<file path="config.mk">
export PLATFORM = sky130hd
export DESIGN_NAME = bit_flag_transfer_ops
export DESIGN_NICKNAME = d
export VERILOG_FILES = /design/src/bit_flag_transfer_ops.v
export VERILOG_INCLUDE_DIRS = /design/src
export SDC_FILE = /design/constraint.sdc
export NUM_CORES = 1
export LEC_CHECK = 0
export BUFFER_PORTS_ARGS = -buffer_cell sky130_fd_sc_hd__buf_4
export CAP_MARGIN = 20
export CELL_PAD_IN_SITES_DETAIL_PLACEMENT = 1
export CELL_PAD_IN_SITES_GLOBAL_PLACEMENT = 2
export CORE_ASPECT_RATIO = 0.9
export CORE_MARGIN = 2
export CORE_UTILIZATION = 40
export CTS_CLUSTER_SIZE = 40
export DETAILED_ROUTE_END_ITERATION = 8
export HOLD_SLACK_MARGIN = 0.06
export PLACE_DENSITY_LB_ADDON = 0.15
export SYNTH_ARGS = -nofsm -noshare
export SYNTH_HDL_FRONTEND = slang
export SYNTH_SLANG_ARGS = --single-unit
</file>
<file path="constraint.sdc">
create_clock -name core_clk_i -period 6.7 [get_ports core_clk_i]
set_input_delay 1.675 -clock core_clk_i [delete_from_list [all_inputs] [get_ports core_clk_i]]
set_output_delay 1.675 -clock core_clk_i [all_outputs]
set_load 0.01 [all_outputs]
</file>
<file path="src/bit_flag_transfer_ops_regs.vh">
// Constants for the bit, flag and transfer execution unit
`ifndef BIT_FLAG_TRANSFER_OPS_REGS_VH
`define BIT_FLAG_TRANSFER_OPS_REGS_VH

// Operation codes presented on op_code_i
`define OP_NOP        5'h00
`define OP_ROTATE_RIGHT_VIA_CARRY  5'h01
`define OP_SIGNED_RIGHT_SHIFT      5'h02
`define OP_SWAP                    5'h03
`define OP_BSET                    5'h04
`define OP_BCLR                    5'h05
`define OP_BIT_TO_FLAG_STORE       5'h06
`define OP_FLAG_TO_BIT_LOAD        5'h07
`define OP_MOV                     5'h08
`define OP_REGISTER_PAIR_COPY      5'h09
`define OP_IMMEDIATE_LOAD          5'h0a
`define OP_INDIRECT_LOAD           5'h0b
`define OP_INDIRECT_WRITE          5'h0c
`define OP_DISPLACED_LOAD          5'h0d
`define OP_DISPLACED_WRITE         5'h0e
`define OP_DIRECT_DATA_LOAD        5'h0f
`define OP_DIRECT_DATA_WRITE       5'h10
`define OP_PROGRAM_MEMORY_READ     5'h11
`define OP_PROGRAM_MEMORY_READ_R0  5'h12
`define OP_IN                      5'h13
`define OP_OUT                     5'h14
`define OP_PUSH                    5'h15
`define OP_POP                     5'h16
`define OP_SLEEP                   5'h17
`define OP_WATCHDOG_RESTART        5'h18
`define OP_BREAK      5'h19

// Pointer pair selection and addressing modes
`define PTR_X         2'h0
`define PTR_Y         2'h1
`define PTR_Z         2'h2
`define MODE_PLAIN    2'h0
`define MODE_POSTINC  2'h1
`define MODE_PREDEC   2'h2
`define PTR_BASE      5'h1a

// Bit positions inside the flags register
`define FLAG_C        3'h0
`define FLAG_Z        3'h1
`define FLAG_N        3'h2
`define FLAG_V        3'h3
`define FLAG_S        3'h4
`define FLAG_H        3'h5
`define FLAG_T        3'h6
`define FLAG_I        3'h7

// Reset values
`define FLAGS_RESET   8'h00
`define SP_RESET      16'h00df

// Execution states
`define S_IDLE        2'h0
`define S_DATA        2'h1
`define S_PROG1       2'h2
`define S_PROG2       2'h3

`endif

</file>
<file path="src/bit_flag_transfer_ops.v">
// Execution unit for shift, bit, flag, transfer and control operations
//
// Behaviour
// RL1: Rotate right via carry, updates ZCNV, one clock
// RL2: Copy selected source bit into bit-copy flag
// RL3: Write bit-copy flag into destination bit
// RL4: Set or clear signed-test flag only
// RL5: Set or clear overflow flag only
// RL6: Set or clear half-carry flag only
// RL7: Post-increment load reads then bumps pointer
// RL8: Pre-decrement load drops pointer then reads
// RL9: Displaced load at pointer plus displacement
// RL10: Direct load from encoded address, two clocks
// RL11: Post-increment store writes then bumps pointer
// RL12: Pre-decrement store drops pointer then writes
// RL13: Displaced store, pointer kept, two clocks
// RL14: Direct store to encoded address, two clocks
// RL15: Program memory read via third pointer, three clocks
// RL16: Push and pop take two clocks each
// RL17: Sleep issues in one clock, no flags
// RL18: Watchdog restart pulse in one clock
// RL19: Break for debug only; no-op one clock
// RL20: Signed shift keeps bit 7, updates ZCNV
// RL21: Nibble swap in one clock, no flags
// RL22: Moves, pair copy, immediate, ports: one clock
// RL23: Set or clear global interrupt enable only
`timescale 1ns/1ps
`include "bit_flag_transfer_ops_regs.vh"

module bit_flag_transfer_ops #(
   parameter [15:0] SP_INIT = `SP_RESET     // Stack pointer after reset
) (
   input  wire        core_clk_i,           // System clock, 250 MHz
   input  wire        reset_i,              // Synchronous reset, active high
   input  wire        op_valid_i,           // Operation offered this cycle
   input  wire [4:0]  op_code_i,            // Operation code
   input  wire [4:0]  op_dst_i,             // Destination register index
   input  wire [4:0]  op_src_i,             // Source register index
   input  wire [2:0]  op_bit_i,             // Bit or flag selector
   input  wire [1:0]  op_ptr_i,             // Pointer pair selector
   input  wire [1:0]  op_mode_i,            // Pointer addressing mode
   input  wire [5:0]  op_disp_i,            // Displacement
   input  wire [7:0]  op_imm_i,             // Immediate byte
   input  wire [15:0] op_addr_i,            // Direct data address
   input  wire [5:0]  op_port_i,            // I/O port number
   input  wire [7:0]  io_rdata_i,           // Value of the addressed input port
   input  wire [7:0]  dmem_rdata_i,         // Data memory read byte
   input  wire [7:0]  pmem_rdata_i,         // Program memory read byte
   input  wire [4:0]  view_sel_i,           // Register to show on view_data_o
   output reg         busy_o,               // Multi-cycle operation in progress
   output reg  [7:0]  flags_o,              // Flags register
   output reg  [15:0] sp_o,                 // Stack pointer
   output reg  [7:0]  view_data_o,          // Selected register contents
   output reg  [15:0] dmem_addr_o,          // Data memory address
   output reg  [7:0]  dmem_wdata_o,         // Data memory write byte
   output reg         dmem_we_o,            // Data memory write strobe
   output reg         dmem_re_o,            // Data memory read strobe
   output reg  [15:0] pmem_addr_o,          // Program memory byte address
   output reg         pmem_re_o,            // Program memory read strobe
   output reg  [5:0]  io_addr_o,            // Output port number
   output reg  [7:0]  io_wdata_o,           // Output port byte
   output reg         io_we_o,              // Output port write strobe
   output reg         sleep_o,              // Sleep request pulse
   output reg         wdt_restart_o,        // Watchdog restart pulse
   output reg         break_o               // Debug break pulse
);

   // ==========================================================
   // State
   // ==========================================================
   reg  [7:0]  rf_reg [0:31];               // General register file
   reg  [1:0]  state_reg;                   // Execution state
   reg  [4:0]  pend_dst_reg;                // Destination of pending read
   reg         pend_load_reg;               // Pending data cycle is a load
   integer     i;                           // Reset loop index

   // ==========================================================
   // Operand decode
   // ==========================================================
   wire        take       = op_valid_i && (state_reg == `S_IDLE);
   wire [4:0]  ptr_lo     = `PTR_BASE + {2'b00, op_ptr_i, 1'b0};
   wire [4:0]  ptr_hi     = ptr_lo + 5'h01;
   wire [15:0] ptr_val    = {rf_reg[ptr_hi], rf_reg[ptr_lo]};
   wire [15:0] ptr_inc    = ptr_val + 16'h0001;
   wire [15:0] ptr_dec    = ptr_val - 16'h0001;
   wire [15:0] z_val      = {rf_reg[5'h1f], rf_reg[5'h1e]};
   wire [15:0] z_inc      = z_val + 16'h0001;
   wire [7:0]  dst_val    = rf_reg[op_dst_i];
   wire [7:0]  src_val    = rf_reg[op_src_i];
   wire        carry_in   = flags_o[`FLAG_C];

   // Shift result and flags for rotate and signed shift
   reg  [7:0]  sh_res;                      // Shifted value
   reg  [7:0]  sh_flags;                    // Flags after shift
   reg  [15:0] eff_addr;                    // Data memory address for the op
   reg  [15:0] ptr_next;                    // Pointer after the op

   // ==========================================================
   // Shift unit
   // ==========================================================
   always @* begin
      sh_flags = flags_o;
      if (op_code_i == `OP_ROTATE_RIGHT_VIA_CARRY) begin
         sh_res = {carry_in, dst_val[7:1]};                  // see RL1
      end else begin
         sh_res = {dst_val[7], dst_val[7:1]};                // see RL20
      end
      sh_flags[`FLAG_C] = dst_val[0];
      sh_flags[`FLAG_Z] = (sh_res == 8'h00);
      sh_flags[`FLAG_N] = sh_res[7];
      sh_flags[`FLAG_V] = sh_res[7] ^ dst_val[0];
   end

   // ==========================================================
   // Address generation
   // ==========================================================
   always @* begin
      eff_addr = ptr_val;
      ptr_next = ptr_val;
      case (op_code_i)
         `OP_INDIRECT_LOAD, `OP_INDIRECT_WRITE: begin
            if (op_mode_i == `MODE_PREDEC) begin
               eff_addr = ptr_dec;                           // see RL8
               ptr_next = ptr_dec;                           // see RL12
            end else if (op_mode_i == `MODE_POSTINC) begin
               ptr_next = ptr_inc;                           // see RL7
            end
         end
         `OP_DISPLACED_LOAD, `OP_DISPLACED_WRITE: begin
            eff_addr = ptr_val + {10'h000, op_disp_i};       // see RL9
         end
         `OP_DIRECT_DATA_LOAD, `OP_DIRECT_DATA_WRITE: begin
            eff_addr = op_addr_i;                            // see RL10
         end
         `OP_PUSH: begin
            eff_addr = sp_o;
         end
         `OP_POP: begin
            eff_addr = sp_o + 16'h0001;
         end
         default: begin
            eff_addr = ptr_val;
         end
      endcase
   end

   // ==========================================================
   // Execution
   // ==========================================================
   always @(posedge core_clk_i) begin
      if (reset_i) begin
         for (i = 0; i < 32; i = i + 1) begin
            rf_reg[i] <= 8'h00;
         end
         state_reg     <= `S_IDLE;
         pend_dst_reg  <= 5'h00;
         pend_load_reg <= 1'b0;
         busy_o        <= 1'b0;
         flags_o       <= `FLAGS_RESET;
         sp_o          <= SP_INIT;
         view_data_o   <= 8'h00;
         dmem_addr_o   <= 16'h0000;
         dmem_wdata_o  <= 8'h00;
         dmem_we_o     <= 1'b0;
         dmem_re_o     <= 1'b0;
         pmem_addr_o   <= 16'h0000;
         pmem_re_o     <= 1'b0;
         io_addr_o     <= 6'h00;
         io_wdata_o    <= 8'h00;
         io_we_o       <= 1'b0;
         sleep_o       <= 1'b0;
         wdt_restart_o <= 1'b0;
         break_o       <= 1'b0;
      end else begin
         // Strobes last one cycle unless re-armed below
         dmem_we_o     <= 1'b0;
         dmem_re_o     <= 1'b0;
         pmem_re_o     <= 1'b0;
         io_we_o       <= 1'b0;
         sleep_o       <= 1'b0;
         wdt_restart_o <= 1'b0;
         break_o       <= 1'b0;
         view_data_o   <= rf_reg[view_sel_i];
         case (state_reg)
            `S_IDLE: begin
               if (take) begin
                  case (op_code_i)
                     // Single-cycle register and flag work
                     `OP_ROTATE_RIGHT_VIA_CARRY, `OP_SIGNED_RIGHT_SHIFT: begin
                        rf_reg[op_dst_i] <= sh_res;          // see RL1
                        flags_o          <= sh_flags;        // see RL20
                     end
                     `OP_SWAP: begin
                        rf_reg[op_dst_i] <= {dst_val[3:0], dst_val[7:4]}; // see RL21
                     end
                     `OP_BSET: begin
                        flags_o[op_bit_i] <= 1'b1;           // see RL4, RL5, RL6, RL23
                     end
                     `OP_BCLR: begin
                        flags_o[op_bit_i] <= 1'b0;           // see RL4, RL5, RL6, RL23
                     end
                     `OP_BIT_TO_FLAG_STORE: begin
                        flags_o[`FLAG_T] <= src_val[op_bit_i]; // see RL2
                     end
                     `OP_FLAG_TO_BIT_LOAD: begin
                        rf_reg[op_dst_i][op_bit_i] <= flags_o[`FLAG_T]; // see RL3
                     end
                     `OP_MOV: begin
                        rf_reg[op_dst_i] <= src_val;         // see RL22
                     end
                     `OP_REGISTER_PAIR_COPY: begin
                        // Pair copy uses even indices only
                        rf_reg[{op_dst_i[4:1], 1'b0}] <= rf_reg[{op_src_i[4:1], 1'b0}];
                        rf_reg[{op_dst_i[4:1], 1'b1}] <= rf_reg[{op_src_i[4:1], 1'b1}]; // see RL22
                     end
                     `OP_IMMEDIATE_LOAD: begin
                        rf_reg[op_dst_i] <= op_imm_i;        // see RL22
                     end
                     `OP_IN: begin
                        rf_reg[op_dst_i] <= io_rdata_i;      // see RL22
                     end
                     `OP_OUT: begin
                        io_addr_o  <= op_port_i;
                        io_wdata_o <= src_val;
                        io_we_o    <= 1'b1;                  // see RL22
                     end
                     // Data memory reads: address now, capture next edge
                     `OP_INDIRECT_LOAD, `OP_DISPLACED_LOAD, `OP_DIRECT_DATA_LOAD, `OP_POP: begin
                        dmem_addr_o   <= eff_addr;
                        dmem_re_o     <= 1'b1;
                        pend_dst_reg  <= op_dst_i;
                        pend_load_reg <= 1'b1;
                        busy_o        <= 1'b1;
                        state_reg     <= `S_DATA;            // see RL7, RL8, RL9, RL10
                        if (op_code_i == `OP_INDIRECT_LOAD) begin
                           rf_reg[ptr_lo] <= ptr_next[7:0];
                           rf_reg[ptr_hi] <= ptr_next[15:8]; // see RL7, RL8
                        end
                        if (op_code_i == `OP_POP) begin
                           sp_o <= eff_addr;                 // see RL16
                        end
                     end
                     // Data memory writes: strobe now, finish next edge
                     `OP_INDIRECT_WRITE, `OP_DISPLACED_WRITE,
                     `OP_DIRECT_DATA_WRITE, `OP_PUSH: begin
                        dmem_addr_o   <= eff_addr;
                        dmem_wdata_o  <= src_val;
                        dmem_we_o     <= 1'b1;
                        pend_load_reg <= 1'b0;
                        busy_o        <= 1'b1;
                        state_reg     <= `S_DATA;            // see RL11, RL12, RL13, RL14
                        if (op_code_i == `OP_INDIRECT_WRITE) begin
                           rf_reg[ptr_lo] <= ptr_next[7:0];
                           rf_reg[ptr_hi] <= ptr_next[15:8]; // see RL11, RL12
                        end
                        if (op_code_i == `OP_PUSH) begin
                           sp_o <= sp_o - 16'h0001;          // see RL16
                        end
                     end
                     // Program memory read through the third pointer
                     `OP_PROGRAM_MEMORY_READ, `OP_PROGRAM_MEMORY_READ_R0: begin
                        pmem_addr_o  <= z_val;
                        pmem_re_o    <= 1'b1;
                        busy_o       <= 1'b1;
                        state_reg    <= `S_PROG1;            // see RL15
                        if (op_code_i == `OP_PROGRAM_MEMORY_READ_R0) begin
                           pend_dst_reg <= 5'h00;
                        end else begin
                           pend_dst_reg <= op_dst_i;
                        end
                        if (op_code_i == `OP_PROGRAM_MEMORY_READ &&
                            op_mode_i == `MODE_POSTINC) begin
                           rf_reg[5'h1e] <= z_inc[7:0];
                           rf_reg[5'h1f] <= z_inc[15:8];     // see RL15
                        end
                     end
                     // Control operations
                     `OP_SLEEP: begin
                        sleep_o <= 1'b1;                     // see RL17
                     end
                     `OP_WATCHDOG_RESTART: begin
                        wdt_restart_o <= 1'b1;               // see RL18
                     end
                     `OP_BREAK: begin
                        break_o <= 1'b1;                     // see RL19
                     end
                     default: begin
                        // No operation: one idle clock
                        busy_o <= 1'b0;                      // see RL19
                     end
                  endcase
               end
            end
            `S_DATA: begin
               // Second clock of a data transfer
               if (pend_load_reg) begin
                  rf_reg[pend_dst_reg] <= dmem_rdata_i;      // see RL7, RL16
               end
               busy_o    <= 1'b0;
               state_reg <= `S_IDLE;
            end
            `S_PROG1: begin
               // Program memory access time
               state_reg <= `S_PROG2;
            end
            `S_PROG2: begin
               rf_reg[pend_dst_reg] <= pmem_rdata_i;         // see RL15
               busy_o    <= 1'b0;
               state_reg <= `S_IDLE;
            end
            default: begin
               busy_o    <= 1'b0;
               state_reg <= `S_IDLE;
            end
         endcase
      end
   end

endmodule // bit_flag_transfer_ops

</file>
After elaboration in Yosys (flattened, before gate mapping)
Memories as Yosys holds them, arrays and structs flattened. A register that Yosys moved wholly into a read port is not among the register bits.
Index checks and enable logic that the tools add are counted.
{"block": "totals", "ff_bits": 94, "mem_bits_rw": 256, "input_bits": 90, "output_inout_bits": 94, "elab_cells": 304, "mem_count": 1}
{"memory": "rf_reg", "words": 32, "width": 8, "read_ports": 9, "rd_clocked_by_memory_dff": 1, "wr": 32, "line": "bit_flag_transfer_ops.v:71", "source": "reg [7:0] rf_reg [0:31];"}
{"block": "op_classes", "add_sub_neg": 8, "n_lt_le_gt_ge": 2, "n_eq_ne": 35, "mux": 150, "n_bitwise": 45, "n_reduce_logical": 42}
{"cell": "two-way mux 8 bit", "n": 18}
{"cell": "two-way mux 1 bit", "n": 105}
{"cell": "two-way mux 16 bit", "n": 6}
{"cell": "one-hot mux 16 bit (5 select lines)", "n": 1}
{"cell": "OR reduction 8 bit", "n": 7}
{"cell": "equality test 5 bit, second input constant", "n": 10}
{"cell": "adder 16 x 1 -> 16 bit, second input constant", "n": 3}
{"cell": "equality test 5 x 4 -> 1 bit, second input constant", "n": 8}
{"cell": "bitwise OR 1 bit", "n": 38}
{"cell": "two-way mux 5 bit", "n": 7}
{"cell": "one-hot mux 16 bit (2 select lines)", "n": 1}
{"cell": "subtractor 16 x 1 -> 16 bit, second input constant", "n": 2}
{"cell": "AND reduction 3 bit", "n": 10}
{"cell": "equality test 5 x 3 -> 1 bit, second input constant", "n": 4}
{"cell": "one-hot mux 6 bit (3 select lines)", "n": 1}
{"cell": "adder 16 x 6 -> 16 bit", "n": 1}
{"cell": "OR reduction 15 bit", "n": 1}
{"cell": "OR reduction 2 bit", "n": 6}
{"cell": "equality test 5 x 2 -> 1 bit, second input constant", "n": 2}
{"cell": "one-hot mux 5 bit (2 select lines)", "n": 1}
{"cell": "OR reduction 10 bit", "n": 1}
{"cell": "AND 8 bit", "n": 1}
{"cell": "logical NOT 8 bit", "n": 1}
{"cell": "!= test 2 bit, second input constant", "n": 4}
{"cell": "28 further kinds", "n": 43}

Longest topological paths before layout
Gate-level depths: netlist of run 1.
{"block": "logic_depth", "ltp_word": 17, "depth_mapped": 21, "mapped_depth_nobuf": 16}

Least setup slack after synthesis of run 1
OpenSTA, ideal clock, no wires.
{"block": "synth_path", "path_type": "in2reg", "from": "input op_ptr_i[0]", "to": "register sp_o[14]", "setup_time_ps": 119, "t_arrival_ps": 5670, "t_required_ps": 6581, "path_slack_ps": 911, "path_stages": 19, "n_path_buf": 3, "cell_sequence": "inv_1 > buf_4 > buf_2 > ha_1 > buf_6 > mux4_1 > mux2i_4 > inv_1 > ha_1 > fa_1 > a211oi_1 > o21bai_1 > a21oi_1 > or2_2 > nor2_1 > xnor2_1 > a211oi_1 > a211oi_1 > o221a_2"}
{"block": "synth_via", "elab_chain_cells": 8, "elab_cells_between_ends": 9, "classes_between": "add/sub: 4; mux: 4; memory: 1"}
{"element": "start, declared", "line": "bit_flag_transfer_ops.v:40", "source": "input wire [1:0] op_ptr_i,"}
{"element": "adder 4 x 4 -> 5 bit (no line) (*)"}
{"element": "adder 5 x 1 -> 5 bit", "line": "bit_flag_transfer_ops.v:82", "source": "wire [4:0] ptr_hi = ptr_lo + 5'h01;"}
{"element": "memory (32 x 8 bit) (*)"}
{"element": "subtractor 16 x 1 -> 16 bit", "line": "bit_flag_transfer_ops.v:85", "source": "wire [15:0] ptr_dec = ptr_val - 16'h0001;"}
{"element": "two-way mux 16 bit", "line": "bit_flag_transfer_ops.v:122", "source": "if (op_mode_i == `MODE_PREDEC) begin"}
{"element": "one-hot mux 16 bit (5 select lines) (*)", "line": "bit_flag_transfer_ops.v:120", "source": "case (op_code_i)"}
{"element": "two-way mux 16 bit (*)", "line": "bit_flag_transfer_ops.v:239", "source": "if (op_code_i == `OP_POP) begin"}
{"element": "one-hot mux 16 bit (2 select lines) (*)", "line": "bit_flag_transfer_ops.v:187", "source": "case (op_code_i)"}
{"element": "end signal, assigned", "line": "bit_flag_transfer_ops.v:240", "source": "sp_o <= eff_addr;"}
{"element": "end signal, assigned", "line": "bit_flag_transfer_ops.v:257", "source": "sp_o <= sp_o - 16'h0001;"}
{"element": "end, declared", "line": "bit_flag_transfer_ops.v:52", "source": "output reg [15:0] sp_o,"}
Mark *: on every way between the ends. The rest lies on a longest branch, timed or not. The select of a mux whose other input is x is not followed.
A chain may end at the register's enable or synchronous reset.

Worst setup path in the final report of run 1
Ends and elaborated chain as after synthesis.

==> results of run 1 <==
-- synth_stat cells (all sizes together) (23+ instances only) --
master and count:
nor2 225, o22ai 208, nand2 261, a221oi 28, edfxtp 256, clkbuf 206
inv 23, dfxtp 102, o21ai 384, mux2 24, nor4 23, and2 28
mux2i 116, nor3 70, mux4 216, a211oi 35, buf 86, xnor2 46
nand3 66, a21oi 151
-- layout by cell type (no fill, tap or decap), drive strengths merged, types with 14 or more instances in the layout --
cell type / netlist / routed
nor3: 70 / 70
a22oi: 22 / 22
nand3b: 14 / 14
and3: 14 / 14
or3: 17 / 17
mux4: 216 / 216
nor2: 225 / 225
clkbuf: 206 / 61
mux2i: 116 / 116
a21oi: 151 / 151
nand2: 261 / 261
dfxtp: 102 / 102
clkinv: 3 / 18
mux2: 24 / 24
nor2b: 17 / 17
and2: 28 / 28
nand4: 20 / 20
o211ai: 16 / 16
o22a: 18 / 18
a221oi: 28 / 28
edfxtp: 256 / 256
ha: 15 / 15
a211oi: 35 / 35
nor4: 23 / 23
inv: 23 / 26
buf: 86 / 346
xor2: 21 / 21
a31oi: 21 / 21
o22ai: 208 / 208
o221ai: 20 / 20
xnor2: 46 / 46
nand3: 66 / 66
nand2b: 22 / 22
o21ai: 384 / 384
-- area by class of cell --
type,count,area (µm²),share of cell area [%]
timing repair buffer,347,2710,8.33
multi-input combinational,2244,17300,53.2
sequential,358,9730,29.9
inverter,26,100,0.308
clock inverter,24,260,0.800
clock buffer,60,1220,3.76
antenna,5,12.5,0.0385
tap,940,1180,3.62
-- metal layers --
| metal | vias up | part of all wire, % | GRT usage (%) | wire, µm |
|---|---|---|---|---|
| met1 | 15000 | 39 | 58.6 | 61700 |
| met3 | 441 | 16 | 16.1 | 24900 |
| met2 | 2544 | 41 | 59.4 | 65000 |
| li1 | 11700 | - | - | - |
| met4 | 8 | 4.5 | 16.4 | 7150 |
| met5 | - | 0.043 | 0.263 | 69 |
-- power breakdown --
part	switching (mW)	internal, mW
Clock	1.11	1.45
Combinational	1.03	0.542
Sequential	0.130	2.45
-- worst min-delay path, delay by kind of cell (launching register included) --
kind            cells  cell delay, ns
compound gates      1            0.05
flops               1            0.31
simple gates        1            0.05
-- through the flow --
stage | hold WS, ns | instances | power, mW | area, µm² | setup slack [ns]
after floorplan | 0.432 | 2920 | 3.40 | 28400 | 0.911
after global placement | 0.444 | 3908 | 4.08 | 31000 | 0.376
after detailed placement | 0.451 | 3909 | 4.10 | 31000 | 0.309
after CTS | 0.460 | 3993 | 6.61 | 32500 | 0.935
after global routing | 0.481 | 4000 | 6.81 | 32500 | 0.606
final | 0.455 | 4004 | 6.70 | 32500 | 0.856
-- kinds of logic after synthesis --
kind of cell / count (synthesis) / share of synthesized area [%]
simple gates: 822 / 13.9
flops: 358 / 34.3
mux: 356 / 22.6
compound gates: 983 / 21.3
xor+xnor: 67 / 2.18
buf+inv: 318 / 5.07
fa+ha+maj: 16 / 0.731
-- path summary, 6_finish.rpt --
path	cells past startpoint	end	slack, ns	from
min	2	pmem_addr_o[1]$_SDFFE_PP0P_	0.46	pmem_addr_o[1]$_SDFFE_PP0P_
max reg2reg	14	sp_o[14]$_SDFFE_PP0P_	2.29	rf_reg[30][0]$_DFFE_PP_
min reg2reg	2	pmem_addr_o[1]$_SDFFE_PP0P_	0.46	pmem_addr_o[1]$_SDFFE_PP0P_
max	16	sp_o[14]$_SDFFE_PP0P_	0.86	op_ptr_i[0]
==> metrics.md, run 1 <==
| Metric | Value |
|---|---|
| Mapped Area | 0.0284 mm² |
| CP top delay family | compound AO/OA/AOI/OAI gates |
| Crit path kind | input pin to flip-flop |
| Status | completed |
| Core Area | 0.0701 mm² |
| Post-CTS Setup Inserts | 0 |
| Initial Utilization | 40.5% |
| Top-area cell type share of the netlist area | approximately 27% |
| Nets | 3,128 |
| Synth area leaders | edfxtp_1 (27%), mux4_2 (16%), dfxtp_1 (7.2%), o21ai_0 (6.5%), o22ai_1 (4.6%) |
| Primary FF master, synth | edfxtp_1 |
| Clk Latency, worst-skew pair | 0.62 ns |
| Net count after synthesis | 3,026 |
| Num CTS Buffers | 45 |
| Max frequency | 0.171 GHz |
| Remaining global-route overflow | 0 |
| Clock skew | 0.0325 ns |
| Synth cell types | 112 |
| Die area | 0.0732 mm² |
| Leakage power figure | 11.2 nW |
| Input/output buffers | 183 |
| Sink Count | 358 |
| Register area share after synthesis | ~34% |
| Synthesized instance count | 2,920 |
| Total Routing Usage GR | 42.3% |
| WP data arrival | 6.35 ns |
| Critical-path cell list | buf_4, inv_1, ha_1, mux4_2, mux2i_1, inv_2, ha_1, a211oi_1, o21bai_1, a21oi_1, or2_2, nor2_1, xnor2_1, a211oi_1, a211oi_1, o221a_2 |
| CTS tree | yes |
| Crit-path most repeated cell | a211oi_1 |
| Syn_area_per_cell | around 9.7 µm² |
| Worst min path class | flip-flop to flip-flop |
| Unrepaired setup endpoints after global routing | no |
| Vias post-DR | just under 30k |
| CTS clk-pin slew, worst paths | 0.06 ns |
| CP Capture Type | flip-flop |
| Final Hold Fails | 0 |
| Die Width | 285 µm |
| Initial antenna violation count | 21 |
| Syn. warnings | 0 |
| Worst slew pin tran | ~1.3 ns |
| Final WL | 159,000 µm |
| Setup TNS | 0 ns |
| Area Growth Syn to Fin | 14.5% |
| Post-route DRC | 0 |
| Slowest library cell on the worst path | mux2i_1 |
| Largest register FFs | 256 |
| Crit path largest cell delay | approximately 0.74 ns |
| Period Utilization, post-route | 87.2% |
| Slew Limit Headroom | ~15% |
| Initial DRC Count | 5,149 |
| Row count | 92 |
| Critical path buffer and inverter count | 3 |
| Cell taking the most area after synthesis | edfxtp_1 |
| Crit Path Max Fanout | 13 |
| Worst VDD drop | 167 µV |
| H-tree Lvls | 2 |
| Maxcap violations | 0 |
| Global-route wire length before repair | 221,000 µm |
| Yosys reg bits | 358 |
| Chip height | 257 µm |
| Final setup viols | 0 |
| Final GP Congestion | 1.04 |
| Filler cells | 7,805 |
| Initial DRT Pass Iterations | 7 |
| Worst setup SP type | input pin |
| Wire per inst | just under 40 µm |
| Layout cells sized above 1 | about 24% |
| Layout Utilization | 46.4% |
| Post-synth EDFFs | 256 |
| Clock buffer depth | 3 |
| Min cycle time layout | 5.84 ns |
| Req. time, crit path | 7.20 ns |
| DP HPWL | 119,000 µm |
| Post-route antenna net violation count | 0 |
| Root Driver | clkbuf_16 |
| Pin count of the biggest net entering global routing | a little over 80 |
| Async SR Flop Fraction | 0% |
| Vias per cell | approximately 7.4 |
| Slew Viols, Final | 0 |
| Hold_buf cts | 0 |
| CTS-repair resized insts | 0 |
| Io pins | around 180 |
| Power density over cell area | 206 mW/mm² |
| Number of global-route vias before repair | 28.5k |
Note: power is estimated with default switching activity, not from simulation.
==> run 2, diff against run 1 <==
--- a/config.mk
+++ b/config.mk
@@ -16,7 +16,7 @@
 export CTS_CLUSTER_SIZE = 40
 export DETAILED_ROUTE_END_ITERATION = 8
 export HOLD_SLACK_MARGIN = 0.06
-export PLACE_DENSITY_LB_ADDON = 0.15
+export PLACE_DENSITY_LB_ADDON = 0.25
 export SYNTH_ARGS = -nofsm -noshare
 export SYNTH_HDL_FRONTEND = slang
 export SYNTH_SLANG_ARGS = --single-unit
==> run 2 against run 1 <==
  * First-iteration DRC count shrank 3.4%
  * Die area did not move
  * Clock power about the same
  * Critical path depth fell by 1
  * Critical path type unchanged
  * Largest cell class unchanged
  * Largest power group unchanged
==> metrics.md, run 2 (synthesized netlist as in run 1, its figures left out) <==
| Metric | Value |
|---|---|
| Largest register FFs | 256 |
| Vias post-DR | around 30k |
| Commonest non-fill, non-tap cells in the layout | o21ai_0 (366), buf_4 (338), nand2_1 (258) |
| Crit path largest cell delay | 0.84 ns |
| Final GP Congestion | roughly 1.1 |
| Max frequency | 0.172 GHz |
| Net switching power | around 2.3 mW |
| Sink Count | roughly 360 |
| Clock power frac | 37.7% |
| Status | completed |
| Pwr Total | 6.72 mW |
| DP HPWL | 119,000 µm |
| Row count | 92 |
| Min cycle time layout | 5.82 ns |
| Worst r2r src | rf_reg[30][1]$_DFFE_PP_ |
| Crit path from | op_ptr_i[0] |
| Slew Viols, Final | 0 |
| Crit path kind | input pin to flip-flop |
| Die area | 0.0732 mm² |
| Critical-path cell list | buf_4, inv_1, ha_1, mux4_1, mux2i_2, inv_1, ha_1, nand3b_1, nand2_1, xnor2_1, a221oi_1, o211a_1, a22oi_2, buf_4, o21ai_0 |
| Critical path buffer and inverter count | 4 |
| Pin count of the biggest net entering global routing | 67 |
| Final hold slack | 0.457 ns |
| Internal power | 4.41 mW |
| Req. time, crit path | 7.04 ns |
| Nets | 3,128 |
| Sw Ratio | 34.3% |
| CTS-repair resized insts | 0 |
| CP top delay family | compound AO/OA/AOI/OAI gates |
| Initial antenna violation count | 16 |
| Initial DRT Pass Iterations | 7 |
| Leakage power figure | 11.2 nW |
| Initial DRC Count | 4,972 |
| Post-CTS Setup Inserts | 0 |
| Total Routing Usage GR | 43.0% |
| Vias per cell | 7.46 |
| Number of global-route vias before repair | roughly 28k |
| WP data arrival | approximately 6 ns |
| Initial Utilization | between 40% and 50% |
| Crit Path Max Fanout | 19 |
| Chip height | around 260 µm |
| Wire per inst | 40.5 µm |
| Flop pwr share | 38.4% |
| CP Capture Type | flip-flop |
| Pre-CTS WS | 0.384 ns |
| Unrepaired setup endpoints after global routing | no |
| Io pins | 184 |
| Clock skew | 0.0381 ns |
| Root Driver | clkbuf_16 |
| CTS clk-pin slew, worst paths | 0.06 ns |
| Area Growth Syn to Fin | 14.4% |
| Final setup viols | 0 |
| Worst VDD drop | 159 µV |
| Hold_buf cts | 0 |
| Post-route antenna net violation count | 0 |
| Worst setup SP type | input pin |
| Layout Utilization | 46.4% |
| CTS tree | yes |
| Placement Cell Area | 0.0310 mm² |
| Post-layout instance area | approximately 0.032 mm² |
| Post-route DRC | 0 |
| Die Width | around 280 µm |
| Period Utilization, post-route | 86.9% |
| Power density over cell area | 207 mW/mm² |
| Layout cells sized above 1 | 24.1% |
| Final Hold Fails | 0 |
| Worst min path class | flip-flop to flip-flop |
| Most common cell after layout, fill and taps aside | o21ai_0 |
| Clk Latency, worst-skew pair | 0.63 ns |
| Finished Layout Cells | 4,000 |
| Combinational share of power | 23.8% |
| H-tree Lvls | 2 |
| Worst setup margin | 0.881 ns |
| Final WL | around 160,000 µm |
| Slew Limit Headroom | between 10% and 20% |
| Remaining global-route overflow | 0 |
| Slowest library cell on the worst path | a22oi_2 |
| Core Area | 0.0701 mm² |
| Multi-input gate area | roughly 0.017 mm² |
| Hold path start | pmem_addr_o[9]$_SDFFE_PP0P_ |
| Placed Cells | 3,912 |
| Worst slew pin tran | between 1 and 1.5 ns |
| Setup TNS | 0 ns |
| Filler cells | 7,823 |
| Num CTS Buffers | 43 |
| Register Area | 0.00973 mm² |
| Maxcap violations | 0 |
| Input/output buffers | between 150 and 200 |
| Clock buffer depth | 3 |
| Global-route wire length before repair | ~220,000 µm |
-- run 2: power groups by stage --
stage	Combinational, mW	Clock (mW)	Sequential [mW]
final	1.60	2.54	2.58
after global routing	1.63	2.62	2.58
after CTS	1.52	2.53	2.57
after detailed placement	1.51	0	2.61
after global placement	1.49	0	2.61
after floorplan	0.864	0	2.54
-- run 2: path summary, 6_finish.rpt --
path	depth (start not counted)	to	slack, ns
worst max-delay path	15	rf_reg[7][2]$_DFFE_PP_	0.88
worst min-delay path	2	pmem_addr_o[9]$_SDFFE_PP0P_	0.46
worst max register to register	12	rf_reg[7][2]$_DFFE_PP_	2.08
worst min register to register	2	pmem_addr_o[9]$_SDFFE_PP0P_	0.46
-- run 2: tightest hold or removal path: stages, from the launching register on --
cell and delay, ns:
dfxtp_1 0.31, nand2_1 0.05, a21oi_1 0.05
-- run 2: cell type report --
| cell class | count | share of cell area, % |
|---|---|---|
| well taps | 940 | 3.62 |
| diodes | 3 | 0.0231 |
| clock inverters | 24 | 0.793 |
| repair buffers | 349 | 8.37 |
| multi-input cells | 2244 | 53.3 |
| clock buffers | 56 | 3.68 |
| flip-flops and latches | 358 | 29.9 |
| inverters | 26 | 0.308 |
-- run 2: routing by layer --
layer / track usage, % / wire length [µm]
met1: 58.8 / 62900
met4: 18.2 / 8590
met5: 0 / 89
met2: 58.2 / 64100
met3: 19.4 / 26200
